==> src/rtl/scs_consts.svh <==
/*
 Constants for the shutter control sequencer: register offsets, field positions,
 reset values and timing. Assumes a 200 MHz clock and a 32-bit Avalon-MM slave.
*/
// Operation
// - normal mode opens the shutter for each exposure, closes it afterwards
// - always-closed mode keeps the shutter closed while selected
// - always-open mode keeps the shutter open for the whole experiment
// - open-before-trigger mode opens the shutter once ready for the start pulse
// - after opening, wait a 0..1000 ms opening delay in 1 ms steps (here in normal mode only; open-before-trigger exposes straight on the trigger)
// - after closing, wait a 0..1000 ms closing delay in 1 ms steps
// - shutter command leaves on a logic output to an external driver
// - the modes offered depend on the selected trigger response
// - an output with the shutter-open source is high while shutter commanded open
// - each trigger output has an inversion option making it active low
`ifndef SCS_CONSTS_SVH
`define SCS_CONSTS_SVH
`define SCS_ADDR_W 6
`define SCS_OFS_CTRL 6'h00
`define SCS_OFS_OPEN_DLY 6'h04
`define SCS_OFS_CLOSE_DLY 6'h08
`define SCS_OFS_EXP_TIME 6'h0C
`define SCS_OFS_STATUS 6'h10
`define SCS_OFS_CMD 6'h14
`define SCS_CTRL_MODE_LSB 0
`define SCS_CTRL_RESP_LSB 2
`define SCS_CTRL_SEL0_LSB 4
`define SCS_CTRL_INV0_BIT 7
`define SCS_CTRL_SEL1_LSB 8
`define SCS_CTRL_INV1_BIT 11
`define SCS_CTRL_RST 32'h0000_0000
`define SCS_CMD_START_BIT 0
`define SCS_CMD_ABORT_BIT 1
`define SCS_DLY_MAX_MS 10'h3E8
`define SCS_DLY_RST 10'h000
`define SCS_EXP_RST 10'h001
`define SCS_CLK_PERIOD_NS 5
`define SCS_MS_NS 1000000
`define SCS_MS_CYCLES (`SCS_MS_NS / `SCS_CLK_PERIOD_NS)
`endif

==> src/rtl/scs_pkg.sv <==
/*
 Types of the shutter control sequencer.
 Assumes the constants header is included by each design file.
*/
package scs_pkg;
    typedef enum logic [1:0] {
        SCS_MODE_NORMAL,
        SCS_MODE_CLOSED,
        SCS_MODE_OPEN,
        SCS_MODE_PREARM
    } scs_mode_t;
    typedef enum logic [1:0] {
        SCS_RESP_NONE,
        SCS_RESP_READOUT,
        SCS_RESP_START,
        SCS_RESP_EXPOSE
    } scs_resp_t;
    typedef enum logic [2:0] {
        SCS_SRC_ACQUIRING,
        SCS_SRC_HIGH,
        SCS_SRC_EXPOSING,
        SCS_SRC_READOUT,
        SCS_SRC_SHUTTER,
        SCS_SRC_WAIT_TRIG,
        SCS_SRC_LOW,
        SCS_SRC_LOW2
    } scs_src_t;
    typedef enum {
        SCS_ST_IDLE,
        SCS_ST_ARM,
        SCS_ST_OPEN_WAIT,
        SCS_ST_EXPOSE,
        SCS_ST_CLOSE_WAIT,
        SCS_ST_READOUT
    } scs_state_t;
endpackage

==> src/rtl/scs_ms_timer.sv <==
/*
 Millisecond down-timer: loads a count of ms, pulses done when it has elapsed.
 Assumes one clock, synchronous active-low reset; load is a one-cycle pulse.
*/
`timescale 1ns/100ps
`include "scs_consts.svh"
module scs_ms_timer #(
    parameter int MS_CYCLES = `SCS_MS_CYCLES
) (
    input wire logic clk,
    input wire logic nrst,
    input wire logic load,
    input wire logic [9:0] ms_in,
    output logic done
);
    logic [31:0] pre_r, pre_nxt;
    logic [9:0] ms_r, ms_nxt;
    logic run_r, run_nxt;
    logic done_r, done_nxt;

    always_comb begin
        pre_nxt = pre_r;
        ms_nxt = ms_r;
        run_nxt = run_r;
        done_nxt = 1'b0;
        if (load) begin
            pre_nxt = 32'h0;
            ms_nxt = ms_in;
            run_nxt = 1'b1;
        end else if (run_r) begin
            if (ms_r == 10'h000) begin
                run_nxt = 1'b0;
                done_nxt = 1'b1;
            end else if (pre_r == 32'(MS_CYCLES - 1)) begin
                pre_nxt = 32'h0;
                ms_nxt = ms_r - 10'h001;
            end else begin
                pre_nxt = pre_r + 32'h1;
            end
        end
    end

    always_ff @(posedge clk) begin
        if (!nrst) begin
            pre_r <= 32'h0;
            ms_r <= 10'h000;
            run_r <= 1'b0;
            done_r <= 1'b0;
        end else begin
            pre_r <= pre_nxt;
            ms_r <= ms_nxt;
            run_r <= run_nxt;
            done_r <= done_nxt;
        end
    end

    assign done = done_r;
endmodule

==> src/rtl/scs_top.sv <==
/*
 Shutter control sequencer: Avalon-MM register slave, acquisition sequence,
 shutter command and two configurable trigger outputs.
 Assumes a 200 MHz clk, synchronous active-low nrst, ext_trig from a pin.
*/
// Added by the designer: the register offsets and the Avalon-MM slave port.
`timescale 1ns/100ps
`include "scs_consts.svh"
module scs_top #(
    parameter int MS_CYCLES = `SCS_MS_CYCLES
) (
    input wire logic clk,
    input wire logic nrst,
    input wire logic [`SCS_ADDR_W-1:0] avs_address,
    input wire logic avs_read,
    input wire logic avs_write,
    input wire logic [31:0] avs_writedata,
    output logic [31:0] avs_readdata,
    output logic avs_waitrequest,
    input wire logic ext_trig,
    output logic shutter_open,
    output logic exposing,
    output logic readout_start,
    output logic [1:0] trig_out
);
    ////////////////////////////////////////////////////////////////////////////
    // register file
    logic [11:0] ctrl_r, ctrl_nxt;
    logic [9:0] open_dly_r, open_dly_nxt, close_dly_r, close_dly_nxt;
    logic [9:0] exp_r, exp_nxt;
    logic [31:0] rdata_r, rdata_nxt;
    logic ack_r, ack_nxt;
    logic start_cmd, abort_cmd;
    logic [31:0] status;
    logic acc, wr_go, rd_go;

    function automatic logic [9:0] clamp_ms(input logic [31:0] v);
        clamp_ms = (v > 32'(`SCS_DLY_MAX_MS)) ? `SCS_DLY_MAX_MS : v[9:0];
    endfunction

    assign acc = avs_read | avs_write;
    assign avs_waitrequest = acc & ~ack_r;
    assign wr_go = avs_write & ack_r;
    assign rd_go = avs_read & ~ack_r;
    assign start_cmd = wr_go && avs_address == `SCS_OFS_CMD
                       && avs_writedata[`SCS_CMD_START_BIT];
    assign abort_cmd = wr_go && avs_address == `SCS_OFS_CMD
                       && avs_writedata[`SCS_CMD_ABORT_BIT];

    always_comb begin
        ctrl_nxt = ctrl_r;
        open_dly_nxt = open_dly_r;
        close_dly_nxt = close_dly_r;
        exp_nxt = exp_r;
        rdata_nxt = rdata_r;
        ack_nxt = acc & ~ack_r;
        if (wr_go) begin
            case (avs_address)
                `SCS_OFS_CTRL: ctrl_nxt = avs_writedata[11:0];
                `SCS_OFS_OPEN_DLY: open_dly_nxt = clamp_ms(avs_writedata);
                `SCS_OFS_CLOSE_DLY: close_dly_nxt = clamp_ms(avs_writedata);
                `SCS_OFS_EXP_TIME: exp_nxt = clamp_ms(avs_writedata);
                default: ;
            endcase
        end
        if (rd_go) begin
            case (avs_address)
                `SCS_OFS_CTRL: rdata_nxt = {20'h0, ctrl_r};
                `SCS_OFS_OPEN_DLY: rdata_nxt = {22'h0, open_dly_r};
                `SCS_OFS_CLOSE_DLY: rdata_nxt = {22'h0, close_dly_r};
                `SCS_OFS_EXP_TIME: rdata_nxt = {22'h0, exp_r};
                `SCS_OFS_STATUS: rdata_nxt = status;
                default: rdata_nxt = 32'h0;
            endcase
        end
    end

    always_ff @(posedge clk) begin
        if (!nrst) begin
            ctrl_r <= 12'(`SCS_CTRL_RST);
            open_dly_r <= `SCS_DLY_RST;
            close_dly_r <= `SCS_DLY_RST;
            exp_r <= `SCS_EXP_RST;
            rdata_r <= 32'h0;
            ack_r <= 1'b0;
        end else begin
            ctrl_r <= ctrl_nxt;
            open_dly_r <= open_dly_nxt;
            close_dly_r <= close_dly_nxt;
            exp_r <= exp_nxt;
            rdata_r <= rdata_nxt;
            ack_r <= ack_nxt;
        end
    end
    assign avs_readdata = rdata_r;

    ////////////////////////////////////////////////////////////////////////////
    // trigger pin synchroniser and edge
    logic [2:0] sync_r, sync_nxt;
    logic trig_lvl_r, trig_lvl_nxt;
    logic trig_edge;

    assign trig_edge = (sync_r[1] == sync_r[2]) & sync_r[2] & ~trig_lvl_r;
    always_comb begin
        sync_nxt = {sync_r[1:0], ext_trig};
        trig_lvl_nxt = (sync_r[1] == sync_r[2]) ? sync_r[2] : trig_lvl_r;
    end
    always_ff @(posedge clk) begin
        if (!nrst) begin
            sync_r <= 3'h0;
            trig_lvl_r <= 1'b0;
        end else begin
            sync_r <= sync_nxt;
            trig_lvl_r <= trig_lvl_nxt;
        end
    end

    ////////////////////////////////////////////////////////////////////////////
    // acquisition sequence
    scs_pkg::scs_mode_t mode_sel, mode_eff;
    scs_pkg::scs_resp_t resp;
    scs_pkg::scs_state_t st_r, st_nxt;
    logic tmr_load, tmr_done;
    logic [9:0] tmr_ms;
    logic shut_r, shut_nxt, exp_o_r, exp_o_nxt, rd_o_r, rd_o_nxt;
    logic trig_ok;

    assign mode_sel = scs_pkg::scs_mode_t'(ctrl_r[`SCS_CTRL_MODE_LSB +: 2]);
    assign resp = scs_pkg::scs_resp_t'(ctrl_r[`SCS_CTRL_RESP_LSB +: 2]);
    // open-before-trigger needs an external start pulse to be waited for
    assign mode_eff = (mode_sel == scs_pkg::SCS_MODE_PREARM && resp == scs_pkg::SCS_RESP_NONE)
                      ? scs_pkg::SCS_MODE_NORMAL : mode_sel;
    assign trig_ok = (resp == scs_pkg::SCS_RESP_NONE) | trig_edge;

    always_comb begin
        st_nxt = st_r;
        tmr_load = 1'b0;
        tmr_ms = exp_r;
        rd_o_nxt = 1'b0;
        case (st_r)
            scs_pkg::SCS_ST_IDLE: begin
                if (start_cmd) begin
                    st_nxt = scs_pkg::SCS_ST_ARM;
                end
            end
            scs_pkg::SCS_ST_ARM: begin
                if (trig_ok) begin
                    tmr_load = 1'b1;
                    if (mode_eff == scs_pkg::SCS_MODE_NORMAL) begin
                        tmr_ms = open_dly_r;
                        st_nxt = scs_pkg::SCS_ST_OPEN_WAIT;
                    end else begin
                        st_nxt = scs_pkg::SCS_ST_EXPOSE;
                    end
                end
            end
            scs_pkg::SCS_ST_OPEN_WAIT: begin
                if (tmr_done) begin
                    tmr_load = 1'b1;
                    st_nxt = scs_pkg::SCS_ST_EXPOSE;
                end
            end
            scs_pkg::SCS_ST_EXPOSE: begin
                if (tmr_done) begin
                    if (mode_eff == scs_pkg::SCS_MODE_NORMAL
                        || mode_eff == scs_pkg::SCS_MODE_PREARM) begin
                        tmr_load = 1'b1;
                        tmr_ms = close_dly_r;
                        st_nxt = scs_pkg::SCS_ST_CLOSE_WAIT;
                    end else begin
                        st_nxt = scs_pkg::SCS_ST_READOUT;
                    end
                end
            end
            scs_pkg::SCS_ST_CLOSE_WAIT: begin
                if (tmr_done) begin
                    st_nxt = scs_pkg::SCS_ST_READOUT;
                end
            end
            scs_pkg::SCS_ST_READOUT: begin
                rd_o_nxt = 1'b1;
                st_nxt = scs_pkg::SCS_ST_IDLE;
            end
            default: st_nxt = scs_pkg::SCS_ST_IDLE;
        endcase
        if (abort_cmd) begin
            st_nxt = scs_pkg::SCS_ST_IDLE;
        end
        exp_o_nxt = (st_nxt == scs_pkg::SCS_ST_EXPOSE);
        case (mode_eff)
            scs_pkg::SCS_MODE_CLOSED: shut_nxt = 1'b0;
            scs_pkg::SCS_MODE_OPEN: shut_nxt = 1'b1;
            scs_pkg::SCS_MODE_PREARM: shut_nxt = st_nxt == scs_pkg::SCS_ST_ARM
                                   || st_nxt == scs_pkg::SCS_ST_EXPOSE;
            default: shut_nxt = st_nxt == scs_pkg::SCS_ST_OPEN_WAIT
                             || st_nxt == scs_pkg::SCS_ST_EXPOSE;
        endcase
    end

    always_ff @(posedge clk) begin
        if (!nrst) begin
            st_r <= scs_pkg::SCS_ST_IDLE;
            shut_r <= 1'b0;
            exp_o_r <= 1'b0;
            rd_o_r <= 1'b0;
        end else begin
            st_r <= st_nxt;
            shut_r <= shut_nxt;
            exp_o_r <= exp_o_nxt;
            rd_o_r <= rd_o_nxt;
        end
    end

    scs_ms_timer #(
        .MS_CYCLES(MS_CYCLES)
    ) u_timer (
        .clk(clk),
        .nrst(nrst),
        .load(tmr_load),
        .ms_in(tmr_ms),
        .done(tmr_done)
    );

    assign shutter_open = shut_r;
    assign exposing = exp_o_r;
    assign readout_start = rd_o_r;
    assign status = {24'h0, 1'b0, st_r[2:0], mode_eff, exp_o_r, shut_r};

    ////////////////////////////////////////////////////////////////////////////
    // trigger outputs
    logic [1:0] tout_r, tout_nxt;

    function automatic logic src_level(input logic [2:0] sel);
        case (scs_pkg::scs_src_t'(sel))
            scs_pkg::SCS_SRC_ACQUIRING: src_level = st_r != scs_pkg::SCS_ST_IDLE;
            scs_pkg::SCS_SRC_HIGH: src_level = 1'b1;
            scs_pkg::SCS_SRC_EXPOSING: src_level = exp_o_r;
            scs_pkg::SCS_SRC_READOUT: src_level = rd_o_r;
            scs_pkg::SCS_SRC_SHUTTER: src_level = shut_r;
            scs_pkg::SCS_SRC_WAIT_TRIG: src_level = st_r == scs_pkg::SCS_ST_ARM;
            default: src_level = 1'b0;
        endcase
    endfunction

    generate
        for (genvar i = 0; i < 2; i++) begin : g_tout
            always_comb begin
                tout_nxt[i] = src_level(ctrl_r[`SCS_CTRL_SEL0_LSB + 4*i +: 3])
                              ^ ctrl_r[`SCS_CTRL_INV0_BIT + 4*i];
            end
        end
    endgenerate

    always_ff @(posedge clk) begin
        if (!nrst) begin
            tout_r <= 2'h0;
        end else begin
            tout_r <= tout_nxt;
        end
    end
    assign trig_out = tout_r;

    ////////////////////////////////////////////////////////////////////////////
    // checks
    a_closed_stays: assert property (@(posedge clk) disable iff (!nrst)
        mode_eff == scs_pkg::SCS_MODE_CLOSED |=> !shutter_open)
        else $error("shutter open in always-closed mode");
    a_open_stays: assert property (@(posedge clk) disable iff (!nrst)
        mode_eff == scs_pkg::SCS_MODE_OPEN |=> shutter_open)
        else $error("shutter closed in always-open mode");
    a_prearm_open: assert property (@(posedge clk) disable iff (!nrst)
        mode_eff == scs_pkg::SCS_MODE_PREARM && st_r == scs_pkg::SCS_ST_ARM
        && $past(st_r) == scs_pkg::SCS_ST_ARM |-> shutter_open)
        else $error("shutter not open while armed");
    a_normal_expose: assert property (@(posedge clk) disable iff (!nrst)
        mode_eff == scs_pkg::SCS_MODE_NORMAL && exposing |-> shutter_open)
        else $error("exposing with shutter closed");
    a_open_wait_first: assert property (@(posedge clk) disable iff (!nrst)
        $rose(st_r == scs_pkg::SCS_ST_EXPOSE) && mode_eff == scs_pkg::SCS_MODE_NORMAL
        |-> $past(st_r) == scs_pkg::SCS_ST_OPEN_WAIT)
        else $error("exposure began before opening delay");
    a_readout_after: assert property (@(posedge clk) disable iff (!nrst)
        readout_start |-> !shutter_open || mode_eff != scs_pkg::SCS_MODE_NORMAL)
        else $error("readout with shutter open in normal mode");
    a_delay_range: assert property (@(posedge clk) disable iff (!nrst)
        open_dly_r <= `SCS_DLY_MAX_MS && close_dly_r <= `SCS_DLY_MAX_MS)
        else $error("delay beyond limit");
    a_close_wait: assert property (@(posedge clk) disable iff (!nrst)
        st_r == scs_pkg::SCS_ST_CLOSE_WAIT |-> !shutter_open)
        else $error("shutter open during closing delay");
    a_tout_shutter: assert property (@(posedge clk) disable iff (!nrst)
        ctrl_r[`SCS_CTRL_SEL0_LSB +: 3] == 3'h4 && !ctrl_r[`SCS_CTRL_INV0_BIT]
        && $stable(ctrl_r) |=> trig_out[0] == $past(shutter_open))
        else $error("shutter-open output mismatch");
    a_tout_invert: assert property (@(posedge clk) disable iff (!nrst)
        ctrl_r[`SCS_CTRL_SEL1_LSB +: 3] == 3'h1 && ctrl_r[`SCS_CTRL_INV1_BIT]
        && $stable(ctrl_r) |=> !trig_out[1])
        else $error("inverted high output not low");
    a_prearm_fallback: assert property (@(posedge clk) disable iff (!nrst)
        resp == scs_pkg::SCS_RESP_NONE |-> mode_eff != scs_pkg::SCS_MODE_PREARM)
        else $error("pre-arm mode without external trigger");
endmodule

==> config.mk <==
export PLATFORM = sky130hd
export DESIGN_NAME = scs_top
export DESIGN_NICKNAME = d
export VERILOG_FILES = /design/src/rtl/scs_pkg.sv /design/src/rtl/scs_ms_timer.sv /design/src/rtl/scs_top.sv
export VERILOG_INCLUDE_DIRS = /design/src /design/src/rtl
export SDC_FILE = /design/constraint.sdc
export NUM_CORES = 1
export LEC_CHECK = 0
export ABC_AREA = 1
export BUFFER_PORTS_ARGS = -buffer_cell sky130_fd_sc_hd__buf_2
export CAP_MARGIN = 20
export CORE_MARGIN = 3
export CORE_UTILIZATION = 30
export CTS_CLUSTER_DIAMETER = 200
export DETAILED_ROUTE_END_ITERATION = 10
export PLACE_DENSITY = 0.49
export SLEW_MARGIN = 20
export SYNTH_ARGS = -nofsm -noshare
export SYNTH_HDL_FRONTEND = slang
export SYNTH_SLANG_ARGS = --single-unit
==> constraint.sdc <==
create_clock -name clk -period 3.7 [get_ports clk]
set_input_delay 0.555 -clock clk [delete_from_list [all_inputs] [get_ports clk]]
set_output_delay 0.555 -clock clk [all_outputs]
set_load 0.01 [all_outputs]
# ---- Word-level counts from Yosys, hierarchy flattened
# Cells that the tools add are included.
dict set report totals {
  output_inout_bits 38
  ff_bits 160
  inputBits 43
}
dict set report classes {
  order_cmp 1
  add_sub_neg 2
  eq_ne 31
  n_reduce_logical 25
  n_bitwise 14
  muxes 35
}
# operator n
set op_table {}
lappend op_table {{$mux W32} 7}
lappend op_table {{$pmux W32 S5} 1}
lappend op_table {{$eq A32 B2 Y1 const B} 4}
lappend op_table {{$eq A32 B3 Y1 const B} 4}
lappend op_table {{$mux W10} 9}
lappend op_table {{$pmux W12 S5} 1}
lappend op_table {{$add A32 B1 Y32 const B} 1}
lappend op_table {{$eq A32 B1 Y1 const B} 1}
lappend op_table {{$eq A32 B18 Y1 const B} 1}
lappend op_table {{$gt A32 B10 Y1 const B} 1}
lappend op_table {{$logic_not A32 Y1} 1}
lappend op_table {{$reduce_bool A32 Y1} 1}
lappend op_table {{$pmux W10 S2} 1}
lappend op_table {{$eq A3 B2 Y1 const B} 4}
lappend op_table {{$eq A3 B3 Y1 const B} 4}
lappend op_table {{$eq A6 B4 Y1 const B} 2}
lappend op_table {{$eq A6 B5 Y1 const B} 2}
lappend op_table {{$pmux W1 S6} 2}
lappend op_table {{$mux W1} 11}
lappend op_table {{$logic_not A10 Y1} 1}
lappend op_table {{$reduce_and A2 Y1} 5}
lappend op_table {{$sub A10 B1 Y10 const B} 1}
lappend op_table {{$eq A2 B2 Y1 const B} 3}
lappend op_table {{$eq A3 B1 Y1 const B} 2}
lappend op_table {{other kinds (19)} 38}

# ---- Logic depth before layout (Yosys ltp)
# Gate-level depths: netlist of run 1.
dict set report depth {
  depth_word 12
  ltp_mapped 15
  depth_no_buf 15
}

# ---- By module
# From an unflattened synthesis of run 1, not the netlist that was laid out.
dict set report unflattened {
  cells_unflattened 1061
  area_unflattened_um2 7265.7
}
# module seq_area_each_um2 cells_each area_per_inst_um2 n_inst
set by_module_without_submodules {}
lappend by_module_without_submodules {scs_top 1921.8 573 4292.9 1}
lappend by_module_without_submodules {scs_ms_timer 880.8 488 2972.9 1}

# ---- Worst setup path before layout of run 1
# OpenSTA, ideal clock, no wires.
dict set report synth_path {
  kind {input to register}
  start {in avs_address[5]}
  end {reg ctrl_r[10]}
  arrival_ns 1.744
  stages 9
  path_slack_ns 1.837
  setup_time_ns 0.119
  cell_sequence {nor2_1 -> inv_1 -> nor2_2 -> inv_1 -> nor2_1 -> inv_1 -> buf_2 -> o21ai_0 -> a21oi_1}
}
dict set report synth_via {
  elab_chain_len 2
}
# element line
set synth_rtl {}
lappend synth_rtl {{start: declaration} scs_top.sv:14} ;# input wire logic [`SCS_ADDR_W-1:0] avs_address,
lappend synth_rtl {{$logic_not A6 Y1} scs_top.sv:58} ;# case (avs_address)
lappend synth_rtl {{$reduce_and A2 Y1 (no line)} -}
lappend synth_rtl {{end signal: assignment} scs_top.sv:80} ;# ctrl_r <= 12'(`SCS_CTRL_RST);
lappend synth_rtl {{end signal: assignment} scs_top.sv:87} ;# ctrl_r <= ctrl_nxt;
lappend synth_rtl {{end: declaration} scs_top.sv:28} ;# logic [11:0] ctrl_r, ctrl_nxt;
# No other way between the ends.
# A chain may end at the register's enable or synchronous reset.

# ---- Worst setup path in the final report of run 1
dict set report layout_path {
  start {reg u_timer.ms_r[0]}
  end {reg u_timer.ms_r[1]}
}
dict set report layout_via {
  elab_chain_len 5
  elab_cells_between_ends 8
  cone_classes {add/sub: 1; eq/ne: 1; mux: 4; reduce/logical: 2}
}
# element line
set layout_rtl {}
lappend layout_rtl {{start: declaration} scs_ms_timer.sv:17} ;# logic [9:0] ms_r, ms_nxt;
lappend layout_rtl {{start signal: assignment} scs_ms_timer.sv:51} ;# ms_r <= ms_nxt;
lappend layout_rtl {{$sub A10 B1 Y10} scs_ms_timer.sv:36} ;# ms_nxt = ms_r - 10'h001;
lappend layout_rtl {{$mux W10} scs_ms_timer.sv:34} ;# end else if (pre_r == 32'(MS_CYCLES - 1)) begin
lappend layout_rtl {{$mux W10} scs_ms_timer.sv:31} ;# if (ms_r == 10'h000) begin
lappend layout_rtl {{$mux W10} scs_ms_timer.sv:30} ;# end else if (run_r) begin
lappend layout_rtl {{$mux W10} scs_ms_timer.sv:26} ;# if (load) begin
# Parallel ways exist; a longest one is shown, timed or not. The select of a mux whose other input is x is not followed.

==> results of run 1 <==
-- registers in the layout (all words and copies together) (netlist names), 2 cells and up --
name,flops
avs_readdata,12
close_dly_r,10
ctrl_r,12
exp_r,10
open_dly_r,10
st_r,32
sync_r,3
trig_out,2
u_timer.ms_r,10
u_timer.pre_r,32
-- stage by stage --
step,std cells,power [mW],utilization [%]
6_report,1430,3.52,36.6
5_1_grt,1430,3.66,36.6
4_1_cts,1430,3.58,36.6
3_5_place_dp,1398,1.71,33.8
3_3_place_gp,1398,1.71,33.8
2_1_floorplan,1066,1.67,-
-- path summary, 6_finish.rpt --
check / endpoint / cells past startpoint / from
min reg2reg: sync_r[1]$_SDFF_PN0_ / 2 / sync_r[0]$_SDFF_PN0_
max: u_timer.ms_r[1]$_SDFFE_PN0P_ / 14 / u_timer.ms_r[0]$_SDFFE_PN0P_
max reg2reg: u_timer.ms_r[1]$_SDFFE_PN0P_ / 14 / u_timer.ms_r[0]$_SDFFE_PN0P_
min: sync_r[0]$_SDFF_PN0_ / 3 / ext_trig
-- cell usage in the layout, fill, tap and decap left out, types with 4 or more instances in the layout --
| master | count |
|---|---|
| nor4_1 | 15 |
| nand2_1 | 194 |
| nand3_2 | 4 |
| ha_1 | 5 |
| nand3b_1 | 4 |
| nand2_2 | 5 |
| nor2_1 | 117 |
| nor4_2 | 4 |
| buf_4 | 5 |
| dfxtp_1 | 140 |
| o22ai_1 | 10 |
| a31oi_1 | 5 |
| a21oi_1 | 72 |
| inv_1 | 123 |
| buf_2 | 60 |
| nor2_2 | 12 |
| conb_1 | 49 |
| nand3_1 | 42 |
| nand4_1 | 30 |
| o21ai_0 | 73 |
| a21oi_2 | 6 |
| nor2_4 | 6 |
| inv_2 | 8 |
| bufinv_16 | 4 |
| clkbuf_16 | 17 |
| or2_2 | 10 |
| xor2_1 | 13 |
| a211oi_1 | 4 |
| nor3_1 | 32 |
-- cell usage after synthesis (3+ instances only) --
library cell,n
a211oi_1,4
a21oi_1,72
a21oi_2,6
a22oi_1,3
a31oi_1,5
and3_1,3
buf_2,9
buf_4,20
buf_6,4
clkbuf_1,11
dfxtp_1,140
ha_1,5
inv_1,123
inv_2,8
nand2_1,194
nand2_2,5
nand3_1,42
nand3_2,4
nand3b_1,4
nand4_1,30
nor2_1,117
nor2_2,12
nor2_4,6
nor3_1,32
nor3b_1,3
nor4_1,15
nor4_2,4
o2111ai_1,3
o21ai_0,73
o22ai_1,10
or2_2,10
xnor2_1,3
xor2_1,13
-- worst max-delay path, cell delays in order, from the launching register on --
cell and delay (ns):
dfxtp_1 0.35, inv_1 0.07, ha_1 0.22, nand2_1 0.09
nor2_1 0.07, nand3_1 0.13, nand2_2 0.27, inv_1 0.56
nand3_2 0.28, nand2_4 0.16, inv_4 0.06, nand2_1 0.05
nand3_1 0.07, nand2_1 0.06, inv_1 0.03
-- per-layer routing --
| layer | global-route usage [%] | vias up | wire, um |
|---|---|---|---|
| li1 | - | 3468 | - |
| met1 | 21.0 | 2995 | 9700 |
| met2 | 26.7 | 148 | 9720 |
| met3 | 3.02 | 27 | 892 |
| met4 | 5.56 | 0 | 378 |
| met5 | 0 | - | 0 |
-- power by group through the flow --
stage               clock network, mW  registers (mW)  logic, mW
floorplan                           0            1.58     0.0858
global placement                    0            1.58      0.131
detailed placement                  0            1.58      0.131
CTS                              1.90            1.55      0.132
global route                     1.96            1.55      0.148
finish                           1.85            1.55      0.131
-- final cells by class --
type | count | area, um2 | share of cell area [%]
multi-input cells | 746 | 3750 | 44.6
flip-flops and latches | 140 | 2800 | 33.3
inverters | 134 | 508 | 6.03
clock buffers | 19 | 443 | 5.26
well taps | 313 | 392 | 4.65
repair buffers | 65 | 338 | 4.01
clock inverters | 13 | 189 | 2.24
-- logic make-up after synthesis --
| family | count (synthesis) |
|---|---|
| compound gates | 187 |
| xor+xnor | 16 |
| fa+ha+maj | 5 |
| buf+inv | 180 |
| flops | 140 |
| other cells | 1 |
| simple gates | 489 |
==> impl_metrics.env, run 1 <==
export IMPL_overflow=0
export IMPL_dieHeight_um=161
export IMPL_crit_required_ns=4.02
export IMPL_ys_seq_elements=140
export IMPL_synth_simple_area_share_pct=32.3
export IMPL_drc_errors=0
export IMPL_ioPinCount=81
export IMPL_ys_flop_type="dfxtp_1"
export IMPL_synth_fa_ha_area_share_pct=0.872
export IMPL_num_vias=6638
export IMPL_synth_top_area_share_pct=39.1
export IMPL_dr_pass1_iters=5
export IMPL_grt_pass1_vias=6213
export IMPL_clk_latency_ns=0.43
export IMPL_grt_pass1_wl_um=33100
export IMPL_max_freq_ghz=0.386
export IMPL_slew_headroom_pct=55.3
export IMPL_yosysSeqAreaShare_pct=39.1
export IMPL_coreArea_um2=23100
export IMPL_final_hold_viol_count=0
export IMPL_drive_gt1_share_pct=14.3
export IMPL_yosys_warnings=0
export IMPL_path_clk_slew_ns=0.06
export IMPL_setup_slack_ns=1.11
export IMPL_diodes=0
export IMPL_synth_compound_area_share_pct=14.6
export IMPL_slew_viol_final=0
export IMPL_reg2reg_slack_ns=1.11
export IMPL_leakage_nw=3.40
export IMPL_hp_class="input pin to flop"
export IMPL_die_w_um=161
export IMPL_crit_fanout=20
export IMPL_syn_area_um2=7180
export IMPL_seqPwrFrac_pct=43.9
export IMPL_fin_crit_sh_pct=70.1
export IMPL_finalSetupViolCount=0
export IMPL_cts_root_buf="clkbuf_16"
export IMPL_swShare_pct=22.6
export IMPL_power_density_nw_per_um2=418
export IMPL_setup_tns_ns=0
export IMPL_synth_distinct_cells=53
export IMPL_grt_max_degree=44
export IMPL_dieArea_um2=25800
export IMPL_layout_nets=1152
export IMPL_place_gp_congestion=0.864
export IMPL_synthTopCellsByArea="dfxtp_1 (39%), nand2_1 (10%), inv_1 (6.4%), nor2_1 (6.1%), o21ai_0 (5.1%)"
export IMPL_dp_hpwl_um=15600
export IMPL_crit_type="flop to flop"
export IMPL_synth_edf_count=0
export IMPL_cts_tree="done"
export IMPL_rows=55
export IMPL_cts_sinks=140
export IMPL_power_switching_mw=0.795
export IMPL_pre_cts_ws_ns=1.09
export IMPL_antenna_found_initial=0
export IMPL_area_growth_pct=17.4
export IMPL_combinationalPowerShare_pct=3.7
export IMPL_postPlaceCellArea_um2=7790
export IMPL_cts_made_buffers=17
export IMPL_io_buffers=60
export IMPL_post_cts_setup_buffers=0
export IMPL_fillers=2519
export IMPL_syn_inst=1018
export IMPL_routed_wirelength_um=20700
export IMPL_period_minus_slack_ns=2.59
export IMPL_viasPerCell=4.64
export IMPL_htreeDepth=4
export IMPL_drtIter0Drc=450
export IMPL_ir_drop_v=0.000207
export IMPL_worstSetupStartpointType="flop"
export IMPL_skew_ns=0.0147
export IMPL_synthMuxAreaShare_pct=0
export IMPL_cts_resized=0
export IMPL_end_kind="flop"
export IMPL_p_int_mw=2.73
export IMPL_grt_setup_unrepaired="false"
export IMPL_design_area_um2=8430
export IMPL_outcome="complete, no violations"
export IMPL_ant_nets=0
export IMPL_async_flop_share_pct=0
export IMPL_maxCapViolations=0
export IMPL_cp_arrival_ns=2.92
export IMPL_yosysTopAreaCell="dfxtp_1"
export IMPL_hold_worst_slack_ns=0.305
export IMPL_grtUsageTotal_pct=16.1
export IMPL_power_share_clock_pct=52.4
export IMPL_detail_route_wl_per_cell_um=14.5
export IMPL_postCtsHoldBufs=0
export IMPL_initial_core_util_pct=31.1
export IMPL_syn_avg_cell_area_um2=7.05
export IMPL_worstMarginPinSlew_ns=0.653
export IMPL_clockBufferDepth=2
export IMPL_synth_xor_area_share_pct=1.95
export IMPL_synth_top_family_by_area="simple AND/OR/NAND/NOR gates"
(Power assumes the default switching activity.)
==> run 2, diff against run 1 <==
--- a/config.mk
+++ b/config.mk
@@ -6,14 +6,14 @@
 export SDC_FILE = /design/constraint.sdc
 export NUM_CORES = 1
 export LEC_CHECK = 0
-export ABC_AREA = 1
+export ABC_AREA = 0
 export BUFFER_PORTS_ARGS = -buffer_cell sky130_fd_sc_hd__buf_2
 export CAP_MARGIN = 20
 export CORE_MARGIN = 3
 export CORE_UTILIZATION = 30
 export CTS_CLUSTER_DIAMETER = 200
 export DETAILED_ROUTE_END_ITERATION = 10
-export PLACE_DENSITY = 0.49
+export PLACE_DENSITY = 0.5
 export SLEW_MARGIN = 20
 export SYNTH_ARGS = -nofsm -noshare
 export SYNTH_HDL_FRONTEND = slang
==> constraint.sdc (replaced) <==
create_clock -name clk -period 2.4 [get_ports clk]
set_input_delay 0.36 -clock clk [delete_from_list [all_inputs] [get_ports clk]]
set_output_delay 0.36 -clock clk [all_outputs]
set_load 0.01 [all_outputs]
==> run 2 against run 1 <==
Against the previous run:
- hold slack got worse by 0.14 ns
- via count is 21% lower
- total power rose by 50%
- area after synthesis decreased by 12%
- global-route usage shrank 1.2 points
- setup slack lost 0.90 ns
- routed wire length fell by 21%
- first-iteration DRC count fell by 50%
- die area fell by 12%
- largest cell class unchanged
- sequential share of layout area rose by 2.9 points
==> impl_metrics.env, run 2 <==
export IMPL_outcome="complete, no violations"
export IMPL_viasPerCell=4.75
export IMPL_power_density_nw_per_um2=682
export IMPL_yosysTopAreaCell="dfxtp_1"
export IMPL_layout_nets=874
export IMPL_grt_pass1_vias=4830
export IMPL_num_vias=5267
export IMPL_slew_headroom_pct=52.9
export IMPL_dr_pass1_iters=5
export IMPL_grt_max_degree=59
export IMPL_total_power_mw=5.28
export IMPL_async_flop_share_pct=0
export IMPL_cp_top_family="simple AND/OR/NAND/NOR gates"
export IMPL_fillers=2139
export IMPL_drc_errors=0
export IMPL_maxCapViolations=0
export IMPL_clockBufferDepth=2
export IMPL_timing_rr_start="u_timer.ms_r[0]$_SDFFE_PN0P_"
export IMPL_dieArea_um2=22800
export IMPL_fin_crit_sh_pct=91.5
export IMPL_reg2reg_to="u_timer.pre_r[31]$_SDFFE_PP0P_"
export IMPL_die_w_um=151
export IMPL_dp_hpwl_um=12000
export IMPL_crit_required_ns=2.71
export IMPL_crit_fanout=11
export IMPL_syn_avg_cell_area_um2=8.81
export IMPL_period_minus_slack_ns=2.19
export IMPL_yosysSeqAreaShare_pct=44.5
export IMPL_largestRegisters="st_r: 32 flops, u_timer.pre_r: 32 flops"
export IMPL_synthMuxAreaShare_pct=5.88
export IMPL_hp_class="input pin to flop"
export IMPL_synthTopCellsByArea="dfxtp_1 (44%), nor2_1 (6.1%), mux2i_1 (5.9%), xor2_1 (4.0%), a211oi_1 (3.2%)"
export IMPL_setup_tns_ns=0
export IMPL_path_cells="inv_1 -> ha_1 -> or4b_1 -> o31ai_4 -> buf_4 -> nor3_1 -> buf_4 -> nand4_1 -> xor2_1 -> nor2_1"
export IMPL_synth_most_common_cell="dfxtp_1"
export IMPL_fin_util_pct=37.9
export IMPL_drive_gt1_share_pct=17.2
export IMPL_dieHeight_um=151
export IMPL_path_buf_inv=3
export IMPL_area_growth_pct=23.0
export IMPL_hp_start="ext_trig"
export IMPL_cts_root_buf="clkbuf_16"
export IMPL_grt_pass1_wl_um=26400
export IMPL_initial_core_util_pct=30.8
export IMPL_synth_simple_area_share_pct=24.3
export IMPL_crit_type="flop to flop"
export IMPL_overflow=0
export IMPL_grt_setup_unrepaired="false"
export IMPL_antenna_found_initial=0
export IMPL_ys_flop_type="dfxtp_1"
export IMPL_syn_area_um2=6300
export IMPL_cts_made_buffers=17
export IMPL_synth_compound_area_share_pct=12.7
export IMPL_path_clk_slew_ns=0.06
export IMPL_end_kind="flop"
export IMPL_clk_latency_ns=0.43
export IMPL_detail_route_wl_per_cell_um=14.8
export IMPL_diodes=0
export IMPL_reg2reg_slack_ns=0.21
export IMPL_drtIter0Drc=227
export IMPL_cp_common_cell="buf_4"
export IMPL_cp_arrival_ns=2.51
export IMPL_cts_resized=0
export IMPL_routed_wirelength_um=16400
export IMPL_place_gp_congestion=0.810
export IMPL_rr_worst_depth=10
export IMPL_postCtsHoldBufs=0
export IMPL_yosys_warnings=0
export IMPL_synth_edf_count=0
export IMPL_coreArea_um2=20400
export IMPL_leakage_nw=2.99
export IMPL_synth_top_family_by_area="simple AND/OR/NAND/NOR gates"
export IMPL_skew_ns=0.0102
export IMPL_worstSetupStartpointType="flop"
export IMPL_ioPinCount=81
export IMPL_worstMarginPinSlew_ns=0.707
export IMPL_htreeDepth=4
export IMPL_ir_drop_v=0.000371
export IMPL_cts_sinks=140
export IMPL_syn_inst=715
export IMPL_final_cell_mix="dfxtp_1 (140), nor2_1 (102), buf_2 (60), nand2_1 (52), conb_1 (49)"
export IMPL_post_cts_setup_buffers=0
export IMPL_whs_path_depth=2
export IMPL_cpPeakStageDelay_ns=0.51
export IMPL_rows=52
export IMPL_final_common_cell="dfxtp_1"
export IMPL_max_freq_ghz=0.456
export IMPL_cts_tree="done"
export IMPL_min_to="sync_r[0]$_SDFF_PN0_"
export IMPL_ys_seq_elements=140
export IMPL_finalSetupViolCount=0
export IMPL_cpMaxStageDelayCell="or4b_1"
export IMPL_synth_xor_area_share_pct=5.70
export IMPL_synth_top_area_share_pct=44.5
export IMPL_pre_cts_ws_ns=0.219
export IMPL_final_hold_viol_count=0
export IMPL_setup_slack_ns=0.205
export IMPL_ant_nets=0
export IMPL_synth_fa_ha_area_share_pct=0.993
export IMPL_slew_viol_final=0
export IMPL_synth_common_cells="dfxtp_1 (140), nor2_1 (102), nand2_1 (52), mux2i_1 (37), nand3_1 (33)"
export IMPL_io_buffers=60
export IMPL_grtUsageTotal_pct=14.9
export IMPL_synth_distinct_cells=55
-- run 2: per-layer routing --
layer / up-vias / global-route usage, % / part of all wire, %
met4: 0 / 4.71 / 1.5
met5: - / 0 / 0
met1: 2410 / 20.6 / 49
li1: 2709 / - / -
met3: 17 / 3.92 / 4.8
met2: 131 / 22.8 / 45
-- run 2: area by class of cell --
cell class | count | area (um2) | share of cell area [%]
clock buffer | 17 | 425 | 5.49
multi-input combinational | 554 | 3310 | 42.8
timing repair buffer | 101 | 646 | 8.33
inverter | 12 | 45.0 | 0.581
sequential | 140 | 2800 | 36.2
clock inverter | 15 | 175 | 2.26
tap | 270 | 338 | 4.36
-- run 2: per-stage QoR --
| step | std cells | hold WS (ns) | instance area [um2] |
|---|---|---|---|
| 3_5_place_dp | 1077 | 0.425 | 7150 |
| 2_1_floorplan | 763 | 0.412 | 6480 |
| 4_1_cts | 1109 | 0.157 | 7750 |
| 6_report | 1109 | 0.167 | 7750 |
| 3_3_place_gp | 1077 | 0.418 | 7150 |
| 5_1_grt | 1109 | 0.157 | 7750 |
-- run 2: report_power, final --
group | internal [mW] | switching, mW | total (mW) | leakage [nW]
registers | 2.36 | 0.0144 | 2.38 | 1.14
logic | 0.0771 | 0.137 | 0.214 | 1.55
clock network | 1.57 | 1.12 | 2.69 | 0.293
total | 4.01 | 1.27 | 5.28 | 2.99
-- run 2: kinds of logic after synthesis --
group | count (synthesis)
buffers and inverters | 69
DFF | 140
adders and majority gates | 5
AOI/OAI and AO/OA | 116
other | 1
and+or+nand+nor | 306
xor gates and xnor gates | 41
muxes | 37
-- run 2: worst max-delay path by stage --
stage,from,endpoint,slack [ns],cells after the start
global placement,u_timer.ms_r[0]$_SDFFE_PN0P_,u_timer.pre_r[23]$_SDFFE_PP0P_,0.22,10
floorplan,ctrl_r[1]$_SDFFE_PN0P_,u_timer.ms_r[5]$_SDFFE_PN0P_,0.29,6
global route,u_timer.pre_r[26]$_SDFFE_PP0P_,u_timer.ms_r[6]$_SDFFE_PN0P_,0.009,7
detailed placement,u_timer.pre_r[15]$_SDFFE_PP0P_,u_timer.ms_r[6]$_SDFFE_PN0P_,0.22,7
CTS,u_timer.ms_r[0]$_SDFFE_PN0P_,u_timer.pre_r[31]$_SDFFE_PP0P_,0.19,10
finish,u_timer.ms_r[0]$_SDFFE_PN0P_,u_timer.pre_r[31]$_SDFFE_PP0P_,0.21,10
==> run 3, diff against run 2 <==
==> constraint.sdc (replaced) <==
create_clock -name clk -period 2.5 [get_ports clk]
set_input_delay 0.375 -clock clk [delete_from_list [all_inputs] [get_ports clk]]
set_output_delay 0.375 -clock clk [all_outputs]
set_load 0.01 [all_outputs]
==> run 3 against run 2 <==
Against the previous run:
- via count is 0.85% higher
- combinational power is 4% lower
- clock power is 12% lower
- highest routed layer unchanged
- count of clock-buffer cells in the layout is 2 higher
- hold slack better by 0.0035 ns
- largest power group unchanged
- sequential cell count stayed put
- sequential share of layout area is 0.49 points higher
- total power is 7.9% lower
==> impl_metrics.env, run 3 (synthesis gave the netlist of run 2 again) <==
export IMPL_drive_gt1_share_pct=16.5
export IMPL_postCtsHoldBufs=0
export IMPL_drc_errors=0
export IMPL_finalSetupViolCount=0
export IMPL_coreArea_um2=20400
export IMPL_reg2reg_slack_ns=0.19
export IMPL_cp_arrival_ns=2.59
export IMPL_cts_made_buffers=17
export IMPL_grt_pass1_wl_um=26800
export IMPL_hp_start="ext_trig"
export IMPL_seqCellArea_um2=2800
export IMPL_final_hold_viol_count=0
export IMPL_reg2reg_to="u_timer.ms_r[9]$_SDFFE_PN0P_"
export IMPL_cts_sinks=140
export IMPL_area_growth_pct=21.4
export IMPL_crit_required_ns=2.78
export IMPL_detail_route_wl_per_cell_um=14.8
export IMPL_period_minus_slack_ns=2.31
export IMPL_clk_latency_ns=0.43
export IMPL_rows=52
export IMPL_grt_max_degree=48
export IMPL_cp_top_family="compound AO/OA/AOI/OAI gates"
export IMPL_path_cells="ha_1 -> or3b_2 -> o21a_1 -> a21o_1 -> a22o_1 -> a211oi_1 -> a211oi_1"
export IMPL_fillers=2170
export IMPL_die_w_um=151
export IMPL_end_kind="flop"
export IMPL_post_cts_setup_buffers=0
export IMPL_overflow=0
export IMPL_timing_rr_start="ctrl_r[1]$_SDFFE_PN0P_"
export IMPL_grtUsageTotal_pct=15.0
export IMPL_drtIter0Drc=282
export IMPL_viasPerCell=4.81
export IMPL_maxCapViolations=0
export IMPL_cts_tree="done"
export IMPL_dieHeight_um=151
export IMPL_outcome="complete, no violations"
export IMPL_crit_fanout=8
export IMPL_path_buf_inv=0
export IMPL_worstMarginPinSlew_ns=0.725
export IMPL_final_common_cell="dfxtp_1"
export IMPL_skew_ns=0.00867
export IMPL_cpPeakStageDelay_ns=0.49
export IMPL_setup_tns_ns=0
export IMPL_cp_common_cell="a211oi_1"
export IMPL_dp_hpwl_um=11900
export IMPL_fin_crit_sh_pct=92.3
export IMPL_slew_viol_final=0
export IMPL_routed_wirelength_um=16400
export IMPL_layout_nets=870
export IMPL_final_cell_mix="dfxtp_1 (140), nor2_1 (102), buf_2 (60), nand2_1 (52), conb_1 (49)"
export IMPL_leakage_nw=2.93
export IMPL_rr_worst_depth=7
export IMPL_ir_drop_v=0.000365
export IMPL_clockBufferDepth=2
export IMPL_place_gp_congestion=0.789
export IMPL_power_density_nw_per_um2=637
export IMPL_io_buffers=60
export IMPL_ant_nets=0
export IMPL_cts_root_buf="clkbuf_16"
export IMPL_pre_cts_ws_ns=0.180
export IMPL_grt_pass1_vias=5030
export IMPL_whs_path_depth=2
export IMPL_largestRegisters="st_r: 32 flops, u_timer.pre_r: 32 flops"
export IMPL_path_clk_slew_ns=0.06
export IMPL_dieArea_um2=22800
export IMPL_dr_pass1_iters=5
export IMPL_hp_class="input pin to flop"
export IMPL_num_vias=5312
export IMPL_slew_headroom_pct=51.7
export IMPL_min_to="sync_r[0]$_SDFF_PN0_"
export IMPL_ioPinCount=81
export IMPL_initial_core_util_pct=30.8
export IMPL_diodes=0
export IMPL_antenna_found_initial=0
export IMPL_crit_type="flop to flop"
export IMPL_grt_setup_unrepaired="false"
export IMPL_cpMaxStageDelayCell="or3b_2"
export IMPL_total_power_mw=4.87
export IMPL_multi_input_area_um2=3310
export IMPL_setup_slack_ns=0.192
export IMPL_cts_resized=0
export IMPL_htreeDepth=4
export IMPL_max_freq_ghz=0.433
export IMPL_worstSetupStartpointType="flop"
==> run 3: worst max-delay path by stage <==
stage,startpoint,end,depth (start not counted)
6_report,ctrl_r[1]$_SDFFE_PN0P_,u_timer.ms_r[9]$_SDFFE_PN0P_,7
5_1_grt,ctrl_r[0]$_SDFFE_PN0P_,u_timer.ms_r[4]$_SDFFE_PN0P_,7
4_1_cts,ctrl_r[1]$_SDFFE_PN0P_,u_timer.ms_r[9]$_SDFFE_PN0P_,7
3_5_place_dp,ctrl_r[1]$_SDFFE_PN0P_,u_timer.ms_r[9]$_SDFFE_PN0P_,7
3_3_place_gp,ctrl_r[1]$_SDFFE_PN0P_,u_timer.ms_r[7]$_SDFFE_PN0P_,7
2_1_floorplan,ctrl_r[1]$_SDFFE_PN0P_,u_timer.ms_r[5]$_SDFFE_PN0P_,6
==> run 3: power breakdown <==
group	switching [mW]	total, mW	internal (mW)
Combinational	0.134	0.206	0.0722
Clock	1.01	2.38	1.37
Sequential	0.0148	2.29	2.27
==> run 3: final cells by class <==
class | count | share of cell area [%]
multi-input cells | 554 | 43.4
flip-flops and latches | 140 | 36.7
repair buffers | 97 | 7.73
clock buffers | 19 | 5.66
well taps | 270 | 4.42
clock inverters | 13 | 1.57
inverters | 12 | 0.589
==> run 3: routing by layer <==
layer	global-route usage, %	up-vias	part of all wire (%)
li1	-	2695	-
met1	20.7	2464	48
met2	23.2	137	46
met3	3.98	16	5.2
met4	4.35	0	1.2
met5	0	-	0
==> run 3: through the flow <==
step	utilization [%]	area, um2	hold WS, ns	instances
finish	37.4	7640	0.170	1105
global route	37.4	7640	0.159	1105
CTS	37.4	7640	0.162	1105
detailed placement	34.7	7090	0.431	1073
global placement	34.7	7090	0.428	1073
floorplan	-	6480	0.412	763
